==> src/core/msg_pkg.sv <==
// Package of constants and carrier types for the mode-based access guard
// ----------------------------------------------------------------------------
// Overview of operation
// MMU-config registers reachable only in system mode
// System mode reaches hardware-unit registers
// User mode sees only core registers by default
// User unit access only when explicitly enabled
// Segment table pointer writable only in system
// Reset disables every memory segment; the code clears seg_en, which gates user mode only
// Firewall partition fixed, never alterable
// Reset defines every register value and attribute
// Attributes hard-wired except unit user/firewall rights
// Refused access suppressed and flagged as violation
// ----------------------------------------------------------------------------
package msg_pkg;

    // ------------------------------------------------------------------------
    // Address map of special registers (8-bit space)
    // ------------------------------------------------------------------------
    localparam logic [7:0] SR_CORE_LO = 8'h80;
    localparam logic [7:0] SR_CORE_HI = 8'h9F;
    localparam logic [7:0] SR_MMU_LO = 8'hA0;
    localparam logic [7:0] SR_MMU_HI = 8'hAF;
    localparam logic [7:0] SR_UNIT_LO = 8'hB0;
    localparam logic [7:0] SR_UNIT_HI = 8'hB7;
    // MMU-config register offsets
    localparam logic [7:0] SR_SEG_PTR_LO = 8'hA0;
    localparam logic [7:0] SR_SEG_PTR_HI = 8'hA1;
    localparam logic [7:0] SR_UNIT_USER_EN = 8'hA2;
    localparam logic [7:0] SR_UNIT_FW_EN = 8'hA3;
    localparam logic [7:0] SR_SEG_EN = 8'hA4;

    // ------------------------------------------------------------------------
    // Reset values
    // ------------------------------------------------------------------------
    localparam logic [15:0] RST_SEG_PTR = 16'h0000;
    localparam logic [7:0] RST_UNIT_USER_EN = 8'h00;
    localparam logic [7:0] RST_UNIT_FW_EN = 8'h00;
    localparam logic [7:0] RST_SEG_EN = 8'h00;

    // ------------------------------------------------------------------------
    // Memory layout: 8 segments of 8 KiB, fixed firewall window
    // ------------------------------------------------------------------------
    localparam int SEG_SHIFT = 13;
    localparam logic [15:0] FW_BASE = 16'hE000;
    localparam logic [15:0] FW_LAST = 16'hFFFF;

    // ------------------------------------------------------------------------
    // Types
    // ------------------------------------------------------------------------
    typedef enum logic [1:0] {
        MSG_MODE_SYSTEM = 2'b00,
        MSG_MODE_USER = 2'b01,
        MSG_MODE_FW = 2'b11
    } msg_mode_t;

    typedef enum logic [1:0] {
        MSG_CLS_CORE = 2'b00,
        MSG_CLS_MMU = 2'b01,
        MSG_CLS_UNIT = 2'b11,
        MSG_CLS_NONE = 2'b10
    } msg_cls_t;

    typedef struct packed {
        logic valid;
        logic write;
        logic [7:0] addr;
        logic [7:0] wdata;
    } msg_sr_req_t;

    typedef struct packed {
        logic valid;
        logic write;
        logic [15:0] addr;
    } msg_mem_req_t;

endpackage

==> src/core/msg_guard.sv <==
// Mode-based special-register and memory access guard
`timescale 1ns/10ps
module msg_guard (
    input wire logic core_clk,
    input wire logic resetn,
    input wire logic clk_en,
    input msg_pkg::msg_mode_t mode,
    input msg_pkg::msg_sr_req_t sr_req,
    input msg_pkg::msg_mem_req_t mem_req,
    input wire logic [7:0] unit_rdata,
    output msg_pkg::msg_sr_req_t sr_fwd,
    output msg_pkg::msg_mem_req_t mem_fwd,
    output logic [7:0] sr_rdata,
    output logic [15:0] seg_ptr,
    output logic sr_violation,
    output logic mem_violation
);
    import msg_pkg::*;

    msg_cls_t cls;
    logic [2:0] unit_idx;
    logic [7:0] unit_user_en;
    logic [7:0] unit_fw_en;
    logic [7:0] seg_en;
    logic sr_ok;
    logic mem_ok;
    logic mmu_wr;
    logic [2:0] seg_idx;
    logic in_fw;

    function automatic logic in_fw_area(input logic [15:0] a);
        in_fw_area = (a >= FW_BASE) && (a <= FW_LAST);
    endfunction

    msg_sr_class u_class (
        .addr(sr_req.addr),
        .cls(cls),
        .unit_idx(unit_idx)
    );

    // ------------------------------------------------------------------------
    // Special-register access decision
    // ------------------------------------------------------------------------
    always_comb begin
        sr_ok = 1'b0;
        case (cls)
            MSG_CLS_CORE: begin
                sr_ok = (mode == MSG_MODE_SYSTEM) || (mode == MSG_MODE_USER) || (mode == MSG_MODE_FW);
            end
            MSG_CLS_MMU: begin
                sr_ok = (mode == MSG_MODE_SYSTEM);
            end
            MSG_CLS_UNIT: begin
                case (mode)
                    MSG_MODE_SYSTEM: sr_ok = 1'b1;
                    MSG_MODE_USER: sr_ok = unit_user_en[unit_idx];
                    MSG_MODE_FW: sr_ok = unit_fw_en[unit_idx];
                    default: sr_ok = 1'b0;
                endcase
            end
            default: sr_ok = 1'b0;
        endcase
    end

    assign mmu_wr = sr_req.valid && sr_req.write && sr_ok && (cls == MSG_CLS_MMU) && clk_en;

    // Forward only granted accesses
    always_comb begin
        sr_fwd = sr_req;
        sr_fwd.valid = sr_req.valid && sr_ok && (cls != MSG_CLS_MMU);
    end

    // ------------------------------------------------------------------------
    // MMU configuration registers
    // ------------------------------------------------------------------------
    always_ff @(posedge core_clk or negedge resetn) begin
        if (!resetn) begin
            seg_ptr <= RST_SEG_PTR;
        end else if (mmu_wr && sr_req.addr == SR_SEG_PTR_LO) begin
            seg_ptr[7:0] <= sr_req.wdata;
        end else if (mmu_wr && sr_req.addr == SR_SEG_PTR_HI) begin
            seg_ptr[15:8] <= sr_req.wdata;
        end
    end

    always_ff @(posedge core_clk or negedge resetn) begin
        if (!resetn) begin
            unit_user_en <= RST_UNIT_USER_EN;
            unit_fw_en <= RST_UNIT_FW_EN;
        end else if (mmu_wr && sr_req.addr == SR_UNIT_USER_EN) begin
            unit_user_en <= sr_req.wdata;
        end else if (mmu_wr && sr_req.addr == SR_UNIT_FW_EN) begin
            unit_fw_en <= sr_req.wdata;
        end
    end

    always_ff @(posedge core_clk or negedge resetn) begin
        if (!resetn) begin
            seg_en <= RST_SEG_EN;
        end else if (mmu_wr && sr_req.addr == SR_SEG_EN) begin
            seg_en <= sr_req.wdata;
        end
    end

    // ------------------------------------------------------------------------
    // Read data
    // ------------------------------------------------------------------------
    always_ff @(posedge core_clk or negedge resetn) begin
        if (!resetn) begin
            sr_rdata <= 8'h00;
        end else if (clk_en && sr_req.valid && !sr_req.write) begin
            if (!sr_ok) begin
                sr_rdata <= 8'h00;
            end else if (cls != MSG_CLS_MMU) begin
                sr_rdata <= unit_rdata;
            end else begin
                case (sr_req.addr)
                    SR_SEG_PTR_LO: sr_rdata <= seg_ptr[7:0];
                    SR_SEG_PTR_HI: sr_rdata <= seg_ptr[15:8];
                    SR_UNIT_USER_EN: sr_rdata <= unit_user_en;
                    SR_UNIT_FW_EN: sr_rdata <= unit_fw_en;
                    SR_SEG_EN: sr_rdata <= seg_en;
                    default: sr_rdata <= 8'h00;
                endcase
            end
        end
    end

    // ------------------------------------------------------------------------
    // Memory access decision
    // ------------------------------------------------------------------------
    assign seg_idx = mem_req.addr[15:SEG_SHIFT];
    assign in_fw = in_fw_area(mem_req.addr);

    always_comb begin
        mem_ok = 1'b0;
        case (mode)
            MSG_MODE_FW: mem_ok = in_fw;
            MSG_MODE_SYSTEM: mem_ok = !in_fw;
            MSG_MODE_USER: mem_ok = !in_fw && seg_en[seg_idx];
            default: mem_ok = 1'b0;
        endcase
    end

    always_comb begin
        mem_fwd = mem_req;
        mem_fwd.valid = mem_req.valid && mem_ok;
    end

    // ------------------------------------------------------------------------
    // Violation events
    // ------------------------------------------------------------------------
    always_ff @(posedge core_clk or negedge resetn) begin
        if (!resetn) begin
            sr_violation <= 1'b0;
            mem_violation <= 1'b0;
        end else if (clk_en) begin
            sr_violation <= sr_req.valid && !sr_ok;
            mem_violation <= mem_req.valid && !mem_ok;
        end
    end
endmodule

==> src/core/msg_sr_class.sv <==
// Special-register address class decoder
`timescale 1ns/10ps
module msg_sr_class (
    input wire logic [7:0] addr,
    output msg_pkg::msg_cls_t cls,
    output logic [2:0] unit_idx
);
    import msg_pkg::*;

    // ------------------------------------------------------------------------
    // Hard-wired class per address
    // ------------------------------------------------------------------------
    always_comb begin
        cls = MSG_CLS_NONE;
        if (addr >= SR_CORE_LO && addr <= SR_CORE_HI) begin
            cls = MSG_CLS_CORE;
        end else if (addr >= SR_MMU_LO && addr <= SR_MMU_HI) begin
            cls = MSG_CLS_MMU;
        end else if (addr >= SR_UNIT_LO && addr <= SR_UNIT_HI) begin
            cls = MSG_CLS_UNIT;
        end
    end

    assign unit_idx = addr[2:0];

endmodule

==> config.mk <==
export PLATFORM = sky130hd
export DESIGN_NAME = msg_guard
export DESIGN_NICKNAME = d
export VERILOG_FILES = /design/src/core/msg_pkg.sv /design/src/core/msg_guard.sv /design/src/core/msg_sr_class.sv
export SDC_FILE = /design/constraint.sdc
export NUM_CORES = 1
export LEC_CHECK = 0
export BUFFER_PORTS_ARGS = -buffer_cell sky130_fd_sc_hd__buf_4
export CAP_MARGIN = 40
export CORE_MARGIN = 2
export CORE_UTILIZATION = 54
export CTS_CLUSTER_SIZE = 28
export DETAILED_ROUTE_END_ITERATION = 16
export GPL_TIMING_DRIVEN = 0
export PLACE_DENSITY = 0.93
export SYNTH_ARGS = -nofsm -noshare
export SYNTH_HDL_FRONTEND = slang
export SYNTH_HIERARCHICAL = 1
export SYNTH_SLANG_ARGS = --single-unit
==> constraint.sdc <==
create_clock -name core_clk -period 3.9 [get_ports core_clk]
set_clock_uncertainty 0.1 [all_clocks]
set_input_delay 0 -clock core_clk [delete_from_list [all_inputs] [get_ports core_clk]]
set_output_delay 0 -clock core_clk [all_outputs]
set_load 0.01 [all_outputs]
==> key figures, run 1 <==
Setup path
  – Reg2Reg Depth: 5
  – Peak fanout along the critical path: 10
  – Worst Path Arrival: 2000 ps
  – WP data required: 3800 ps
  – Worst setup SP type: flip-flop
  – Worst setup path category: flip-flop to output port
  – Worst setup EP type: output port

Timing
  – Worst Tran Pin Value: 688 ps
  – Max-slew violations: 0
  – Sum Neg Setup Slack: 0 ps
  – Max Fclk: 0.477 GHz
  – Final hold vios: 0
  – Setup-failing EPs final: 0
  – Slew headroom: 0.539
  – Hold_ws: 77.5 ps
  – Min cycle time layout: 2100 ps
  – Tcrit/Tclk final: 0.537
  – RSZ-0062 raised after global routing: no

Yosys
  – Largest cells by area after synthesis: dfrtp_1 (41%), mux2_2 (15%), buf_4 (9.7%)
  – Largest family of logic cells by synthesized area: multiplexers
  – Top-count cell post-synth: dfrtp_1
  – Distinct cells, synth: 42
  – Top cell type's share of synthesized area: 0.414
  – Synth top cells by count: dfrtp_1 (50), mux2_2 (41), buf_4 (39)
  – Synth Area in Compound Gates: 0.100
  – Syn Inst Count: 255
  – Net Count, Synth: 304
  – Post-synthesis simple-gate area fraction: 0.120
  – Ys flop type: dfrtp_1
  – Synthesized area per cell: 11.9 um2
  – Multiplexer share of the synthesized area: 0.252
  – Yosys top cell by area: dfrtp_1
  – Register area share after synthesis: 0.414
  – Yosys warns: 6
  – EDFF count, synth: 0
  – Async SR Flop Fraction: 1.00
  – Mapped Area: 3020 um2
  – Post-synthesis xor/xnor area fraction: 0
  – Synth Register Bits: 50
  – Post-synthesis adder-cell area fraction: 0

Die
  – # rows: 27
  – Die ar.: 6210 um2
  – Ports: 111
  – Die height: 78.8 um
  – Initial core utilization: 0.552
  – Total core area: 5470 um2
  – Die width: 78.8 um

Worst hold path
  – Hold Path Depth: 2
  – Worst hold path class: input port to output port

Global route
  – Global-route wire length before repair: 13.0 mm
  – Largest net degree at the start of global routing: 51
  – Total GRT Usage: 0.272
  – Overflow after GRT: 0
  – Vias in the first global route: 2581
  – Initial antenna violation count: 0

Place
  – Port buffer count: 96
  – Routability cong.: 0.850
  – HPWL Detailed: 5.88 mm

Drt
  – # DRC: 0
  – Routed via count: 2525
  – Final ANT Viol Nets: 0
  – Post-DR vias/cell: 5.60
  – Drt total wl: 8.26 mm
  – First DRT Iteration DRCs: 232
  – Pre-antenna DRT Iters: 4
  – WL per Instance: 18.3 um

Power
  – Int Power: 825 uW
  – Power density over the cells: 266 nW/um2
  – Comb pwr share: 0.199
  – Net Sw Power: 278 uW
  – Flop pwr share: 0.483
  – Lkg Pwr: 0.00208 uW
  – Peak supply drop: 0.230 mV
  – Net Sw Frac: 0.252
  – Clock share of power: 0.319

Layout
  – Antenna Diode Count: 0
  – Core Util, Final: 0.757
  – Fin nets: 427
  – Share of layout cells above drive strength 1: 0.549
  – P&R area growth vs syn: 37.1%

Clocking
  – Worst-Skew Late Latency: 310 ps
  – CTS tree: done
  – Post-CTS Hold Fix Bufs: 20
  – Clk pin slew, worst setup/hold paths: 80 ps
  – Root Driver: clkbuf_8
  – CTS Buffer Depth: 2
  – CTS Buf Count: 5
  – CTS Sinks: 50
  – Setup bufs post-CTS: 0
  – H-tree depth: 2
  – Cts repair resizes: 0

Run status
  – Status: completed

Flow run
  – Max-cap violations: 0
[critical path, stage by stage (launching register included)]
cell and delay (ps):
dfrtp_1 400, mux4_2 480, mux2i_1 190, nand4_1 180, nand3_4 190, nor3b_1 80
buf_4 170
[layout make-up]
| cell class | count | area (um2) |
|---|---|---|
| Sequential cell | 50 | 1250 |
| Tap cell | 72 | 90.1 |
| Multi-Input combinational cell | 155 | 1430 |
| Fill cell | 366 | 1330 |
| Timing Repair Buffer | 116 | 921 |
| Clock buffer | 8 | 110 |
| Inverter | 3 | 11.3 |
| Buffer | 47 | 334 |
[power groups by stage]
stage	sequential (uW)	combinational, uW	clock (uW)
CTS	532	218	353
floorplan	546	89.2	0
global placement	542	194	0
global route	534	235	375
finish	532	219	352
detailed placement	543	201	0
[state kept, by name, indices dropped and copies added, names as in the netlist]
register and cells:
seg_ptr 16, seg_en 8, sr_rdata 8, unit_fw_en 8, unit_user_en 8, mem_violation 1, sr_violation 1
[metrics by stage]
stage | area [um2] | total power, uW | setup slack, ps | std cells
2_1_floorplan | 3020 | 635 | 2010 | 255
3_3_place_gp | 3830 | 736 | 1640 | 423
3_5_place_dp | 3830 | 744 | 1550 | 423
4_1_cts | 4140 | 1100 | 1810 | 451
5_1_grt | 4140 | 1140 | 1630 | 451
6_report | 4140 | 1100 | 1800 | 451
[layer usage]
layer	wire, um	part of all wire	vias up	GRT usage
li1	-	-	1151	-
met1	3280	0.40	1235	0.333
met4	188	0.023	0	0.100
met2	4090	0.50	124	0.464
met5	0	0	-	0
met3	692	0.084	15	0.0716
[cell usage in the layout (no fill, tap or decap), types with 8 or more instances in the layout]
cell,instances
mux2i_1,21
o31ai_1,9
buf_4,135
nand2_1,12
clkbuf_8,8
dfrtp_1,50
dlygate4sd3_1,20
nor2_1,9
mux2_2,41
[final timing paths]
kind                                             start                     endpoint  slack, ps
min in group asynchronous                       resetn  unit_user_en[5]$_DFFE_PN0P_        160
max in group asynchronous                       resetn        seg_en[2]$_DFFE_PN0P_       3120
setup reg to reg                 seg_en[2]$_DFFE_PN0P_    mem_violation$_DFFE_PN0P_       1890
hold reg to reg                sr_rdata[1]$_DFFE_PN0P_      sr_rdata[1]$_DFFE_PN0P_        390
setup / recovery           unit_user_en[7]$_DFFE_PN0P_                   sr_fwd[17]       1800
hold / removal                              mem_req[5]                   mem_fwd[5]         80
[cell families after synthesis]
family                 Yosys count
and+or+nand+nor                 56
AOI/OAI and AO/OA               33
DFF                             50
muxes                           66
buffers and inverters           50
No activity file was read; power rests on OpenSTA's default activity.
==> run 2, diff against run 1 <==
--- a/config.mk
+++ b/config.mk
@@ -8,11 +8,11 @@
 export BUFFER_PORTS_ARGS = -buffer_cell sky130_fd_sc_hd__buf_4
 export CAP_MARGIN = 40
 export CORE_MARGIN = 2
-export CORE_UTILIZATION = 54
+export CORE_UTILIZATION = 50
 export CTS_CLUSTER_SIZE = 28
 export DETAILED_ROUTE_END_ITERATION = 16
 export GPL_TIMING_DRIVEN = 0
-export PLACE_DENSITY = 0.93
+export PLACE_DENSITY = 0.88
 export SYNTH_ARGS = -nofsm -noshare
 export SYNTH_HDL_FRONTEND = slang
 export SYNTH_HIERARCHICAL = 1
==> constraint.sdc (replaced) <==
create_clock -name core_clk -period 2.19 [get_ports core_clk]
set_clock_uncertainty 0.1 [all_clocks]
set_input_delay 0 -clock core_clk [delete_from_list [all_inputs] [get_ports core_clk]]
set_output_delay 0 -clock core_clk [all_outputs]
set_load 0.01 [all_outputs]
==> run 2 against run 1 <==
Setup slack lost 1700 ps. Flip-flop and latch count stayed put. Critical endpoint unchanged. Combinational power up 77%. Final cell count grew 0.67%. Die area rose by 7.6%. Largest cell class unchanged. Global-route usage decreased by 3.8 points. Critical path depth is the same. Total power grew 71%.
==> key figures, run 2 (same netlist as run 1, synthesis figures left out) <==
Die
  – Die width: 81.8 um (+3.7%)
  – Total core area: 5890 um2 (+7.5%)
  – Die height: 81.8 um (+3.7%)
  – Die ar.: 6680 um2 (+7.6%)
  – Initial core utilization: 0.514 (-0.0387)
  – # rows: 28 (+3.7%)
  – Ports: 111 (unchanged)

Run status
  – Status: completed

Global route
  – Initial antenna violation count: 0 (unchanged)
  – Global routing's busiest layer: met2
  – Overflow after GRT: 0 (unchanged)
  – GRT met3 Usage: 0.0385 (-0.0331)
  – Largest net degree at the start of global routing: 51 (unchanged)
  – Vias in the first global route: 2400 (-7.0%)
  – Routing usage on met1: 0.286 (-0.0471)
  – Total GRT Usage: 0.234 (-0.0376)
  – Global-route wire length before repair: 11.8 mm (-9.7%)
  – M2 GR Usage: 0.420 (-0.0446)

Layout
  – P&R area growth vs syn: 36.9%
  – Fin nets: 427 (unchanged)
  – Antenna Diode Count: 0 (unchanged)
  – Final instance area: 4140 um2 (-0.15%)
  – Largest Register: seg_ptr
  – Commonest non-fill, non-tap cell in the layout: buf_4
  – Max reg flops: 16 (unchanged)
  – Share of layout cells above drive strength 1: 0.549 (unchanged)
  – Most frequent cells in the layout: buf_4 (135), dfrtp_1 (50), mux2_2 (41)

Timing
  – Min cycle time layout: 2090 ps
  – Max-slew violations: 0 (unchanged)
  – Slew headroom: 0.570 (+0.0314)
  – Max Fclk: 0.479 GHz
  – Worst Tran Pin Value: 644 ps (-44.1 ps)
  – Final hold vios: 0 (unchanged)
  – Tcrit/Tclk final: 0.953
  – Setup-failing EPs final: 0 (unchanged)
  – Worst Setup Slack, final: 103 ps (-1700 ps)
  – RSZ-0062 raised after global routing: no

Setup path
  – CP max stage cell: mux4_2
  – Largest stage delay on the critical path: 480 ps (about the same)
  – WP data required: 2090 ps (-1710 ps)
  – WP buf/inv: 1 (unchanged)
  – Worst Path Arrival: 1990 ps (about the same)
  – Crit path cell chain: mux2i_1, mux4_2, nand3_1, nand3_4, nor3b_1, buf_4
  – Critical Path Source: unit_fw_en[4]$_DFFE_PN0P_
  – Worst setup EP type: output port
  – Worst setup path category: flip-flop to output port
  – CP delay by family, top: simple AND/OR/NAND/NOR gates
  – FF-to-FF setup slack: 200 ps (-1690 ps)
  – Worst setup SP type: flip-flop
  – Peak fanout along the critical path: 10 (unchanged)
  – Reg2reg start: seg_en[2]$_DFFE_PN0P_

Worst hold path
  – Worst hold path class: input port to output port
  – Worst hold start: mem_req[0]

Drt
  – Post-DR vias/cell: 5.49 (-2.0%)
  – Drt total wl: 7.77 mm (-5.9%)
  – # DRC: 0 (unchanged)
  – Routed via count: 2491 (-1.3%)
  – Final ANT Viol Nets: 0 (unchanged)
  – First DRT Iteration DRCs: 111 (-52%)
  – Pre-antenna DRT Iters: 4 (unchanged)
  – WL per Instance: 17.1 um (-6.5%)

Place
  – Port buffer count: 96 (unchanged)
  – Placed inst area: 3840 um2 (about the same)
  – Routability cong.: 0.870 (+2.4%)
  – Setup WS pre-CTS: -207 ps (-1760 ps)
  – HPWL Detailed: 5.81 mm (-1.1%)

Power
  – Lkg Pwr: 0.00207 uW (-0.48%)
  – Peak supply drop: 0.285 mV (+24%)
  – Power density over the cells: 457 nW/um2 (+72%)
  – Total power: 1890 uW (+71%)

Clocking
  – Worst-Skew Late Latency: 300 ps (about the same)
  – CTS tree: done
  – Root Driver: clkbuf_8
  – CTS Buffer Depth: 2 (unchanged)
  – Clk pin slew, worst setup/hold paths: 90 ps (about the same)
  – CTS Buf Count: 5 (unchanged)
  – H-tree depth: 2 (unchanged)
  – CTS Sinks: 50 (unchanged)

Flow run
  – Max-cap violations: 0 (unchanged)
## run 2: changes by cell type in the layout (fill, tap and decap cells not counted)
cell,before,now
clkbuf_8,8,6
clkinv_2,0,1
clkinvlp_4,0,1
nor2_2,1,0
nor2_4,1,2
## run 2: per-stage QoR
stage               utilization  cells  setup TNS [ps]  hold slack (ps)
floorplan                     -    255               0             -396
global placement          0.652    426            -838            -44.0
detailed placement        0.652    426           -2600            -32.8
CTS                       0.702    454               0             76.7
global route              0.703    454               0             80.4
finish                    0.703    454               0             76.1
## run 2: layout make-up
class	instances	area (um2)
Fill cell	427	1750
Multi-Input combinational cell	155	1430
Sequential cell	50	1250
Timing Repair Buffer	116	921
Buffer	47	334
Tap cell	75	93.8
Clock buffer	6	82.6
Clock inverter	2	12.5
Inverter	3	11.3
## run 2: layer usage
metal	routed length, um	up-vias
met5	0	-
met2	3800	114
met3	617	15
li1	-	1156
met4	143	0
met1	3210	1206
## run 2: repair_timing
action | CTS | global route
hold buffers | 20 | 0
endpoints found under the hold margin | 100 | 0
setup buffers | 0 | 0
resized for setup | 0 | 1
endpoints found under the setup margin | 0 | 8
## run 2: power by group
| group | total (uW) | switching [uW] | internal (uW) |
|---|---|---|---|
| clock network | 555 | 301 | 254 |
| registers | 947 | 8.83 | 938 |
| logic | 388 | 176 | 212 |
| total | 1890 | 485 | 1400 |
## run 2: final timing paths
check | end | depth (start not counted)
worst max-delay path | sr_fwd[17] | 6
min in group asynchronous | seg_ptr[9]$_DFFE_PN0P_ | 2
worst max register to register | mem_violation$_DFFE_PN0P_ | 5
worst min register to register | sr_rdata[6]$_DFFE_PN0P_ | 2
max in group asynchronous | unit_fw_en[3]$_DFFE_PN0P_ | 2
worst min-delay path | mem_fwd[0] | 2
## run 2: worst register-to-register path: stages (launching register included)
cell,delay (ps)
dfrtp_1,410
mux4_2,460
o21ai_0,150
o211ai_1,110
o22ai_1,130
dlygate4sd3_1,560
==> run 3, diff against run 2 <==
==> constraint.sdc (replaced) <==
create_clock -name core_clk -period 2 [get_ports core_clk]
set_clock_uncertainty 0.1 [all_clocks]
set_input_delay 0 -clock core_clk [delete_from_list [all_inputs] [get_ports core_clk]]
set_output_delay 0 -clock core_clk [all_outputs]
set_load 0.01 [all_outputs]
==> run 3 against run 2 <==
The flow now finishes with violations (negative setup slack). Final cell count is 1.1% higher. Setup slack lost 110 ps. Sequential power up 9.8%. Die area did not move. Global-route usage rose by 0.42 points. Hold slack worse by 49 ps. Register-to-register slack got worse by 170 ps. Highest routed layer unchanged.
==> key figures, run 3 (same netlist as run 1, synthesis figures left out) <==
Place
  – Routability cong.: 0.870 (unchanged)
  – Port buffer count: 96 (unchanged)
  – HPWL Detailed: 5.81 mm (unchanged)
  – Placed Cells: 426 (unchanged)

Global route
  – GRT met3 Usage: 0.0484 (+0.00989)
  – Global routing's busiest layer: met2
  – Routing usage on met1: 0.289 (+0.00284)
  – M2 GR Usage: 0.421 (+0.00163)
  – Global-route wire length before repair: 12.0 mm (+1.8%)
  – Overflow after GRT: 0 (unchanged)
  – Vias in the first global route: 2444 (+1.8%)
  – Total GRT Usage: 0.239 (+0.00422)
  – Initial antenna violation count: 0 (unchanged)
  – Largest net degree at the start of global routing: 51 (unchanged)

Timing
  – RSZ-0062 raised after global routing: yes
  – Min cycle time layout: 2010 ps
  – Slew headroom: 0.569 (-0.00105)
  – Sum Neg Setup Slack: -10.9 ps (-10.9 ps)
  – Final hold vios: 0 (unchanged)
  – Worst Tran Pin Value: 646 ps (+1.57 ps)
  – Max-slew violations: 0 (unchanged)
  – Setup-failing EPs final: 1 (+1)
  – Worst Setup Slack, final: -10.9 ps (-114 ps)
  – Tcrit/Tclk final: 1.01
  – Max Fclk: 0.497 GHz

Die
  – Die width: 81.8 um (unchanged)
  – Total core area: 5890 um2 (unchanged)
  – Die ar.: 6680 um2 (unchanged)
  – Ports: 111 (unchanged)
  – # rows: 28 (unchanged)
  – Die height: 81.8 um (unchanged)
  – Initial core utilization: 0.514 (unchanged)

Drt
  – Routed via count: 2540 (+2.0%)
  – # DRC: 0 (unchanged)
  – WL per Instance: 17.5 um (+2.0%)
  – Pre-antenna DRT Iters: 4 (unchanged)
  – Final ANT Viol Nets: 0 (unchanged)
  – Post-DR vias/cell: 5.53 (+0.86%)
  – Drt total wl: 8.01 mm (+3.1%)
  – First DRT Iteration DRCs: 96 (-14%)

Clocking
  – Root Driver: clkbuf_8
  – H-tree depth: 2 (unchanged)
  – CTS tree: done
  – Clk pin slew, worst setup/hold paths: 90 ps (about the same)
  – Worst-Skew Late Latency: 300 ps (about the same)
  – CTS Buffer Depth: 2 (unchanged)
  – CTS Sinks: 50 (unchanged)
  – CTS Buf Count: 5 (unchanged)

Setup path
  – Worst setup SP type: flip-flop
  – Worst Path Arrival: 1910 ps (-80 ps)
  – FF-to-FF setup slack: 30 ps (-170 ps)
  – WP data required: 1900 ps (-190 ps)
  – Worst setup EP type: output port
  – Reg2Reg Depth: 7 (+2)
  – Worst setup path category: flip-flop to output port
  – Peak fanout along the critical path: 3 (-7)

Layout
  – Core Util, Final: 0.710 (+0.00723)
  – Share of layout cells above drive strength 1: 0.557 (+0.00848)
  – Fin nets: 432 (+1.2%)
  – Largest Register: seg_ptr
  – Max reg flops: 16 (unchanged)
  – Fillers: 428 (+0.23%)
  – Commonest non-fill, non-tap cell in the layout: buf_4
  – Post-Layout Cell Count: 459 (+1.1%)
  – Antenna Diode Count: 0 (unchanged)
  – P&R area growth vs syn: 38.3%
  – Most frequent cells in the layout: buf_4 (140), dfrtp_1 (50), mux2_2 (41)

Run status
  – Status: finished with violations
  – Failing checks: negative setup slack

Worst hold path
  – Hold Path Depth: 3 (+1)
  – Worst hold path class: input port to flip-flop

Power
  – Peak supply drop: 0.310 mV (+8.6%)
  – Lkg Pwr: 0.00210 uW (+1.2%)
  – Power density over the cells: 497 nW/um2 (+8.8%)
  – Total power: 2080 uW (+9.9%)

Flow run
  – Max-cap violations: 0 (unchanged)
## run 3: cell types whose count changed in the layout (fill, tap and decap cells not counted), sizes merged
cell / before / now
buf: 140 / 145
## run 3: worst paths after layout
path / start / endpoint
max: unit_user_en[7]$_DFFE_PN0P_ / sr_fwd[17]
min: mode[1] / mem_violation$_DFFE_PN0P_
max reg2reg: unit_fw_en[4]$_DFFE_PN0P_ / sr_rdata[4]$_DFFE_PN0P_
min reg2reg: sr_rdata[0]$_DFFE_PN0P_ / sr_rdata[0]$_DFFE_PN0P_
max in group asynchronous: resetn / seg_ptr[11]$_DFFE_PN0P_
min in group asynchronous: resetn / seg_ptr[9]$_DFFE_PN0P_
## run 3: final cells by class
class | instances | area, um2 | area share
clock inverter | 2 | 12.5 | 0.00299
clock buffer | 6 | 82.6 | 0.0198
inverter | 3 | 11.3 | 0.00269
timing repair buffer | 121 | 958 | 0.229
sequential | 50 | 1250 | 0.299
buffer | 47 | 334 | 0.0799
tap | 75 | 93.8 | 0.0224
multi-input combinational | 155 | 1440 | 0.344
## run 3: repair_timing
| item | CTS | global route |
|---|---|---|
| hold buffers | 20 | 0 |
| setup endpoints to repair | 9 | 25 |
| hold endpoints to repair | 100 | 0 |
| gates resized for setup | 1 | 1 |
| setup buffers | 2 | 3 |
| pin swaps | 0 | 3 |
## run 3: report_power, final
group	leakage (uW)	switching (uW)	internal, uW
combinational	0.00136	196	237
clock	0.0000472	328	278
sequential	0.000693	10.1	1030
## run 3: critical path, stage by stage (launching register included)
cell and delay, ps:
dfrtp_1 410, mux4_2 480, mux2i_1 210, nand4_1 170
nand3_4 130, nor3b_2 50, buf_4 160
## run 3: per-layer routing
metal,vias up,wire length (um)
li1,1169,-
met1,1235,3260
met2,117,3900
met3,19,663
met4,0,187
met5,-,0
## run 3: per-stage QoR
stage	worst slack (ps)	hold slack (ps)	area, um2
5_1_grt	-73.5	51.9	4180
3_5_place_dp	-397	-32.8	3840
4_1_cts	11.4	30.7	4150
2_1_floorplan	112	-396	3020
6_report	-10.9	26.8	4180
3_3_place_gp	-282	-44.0	3840
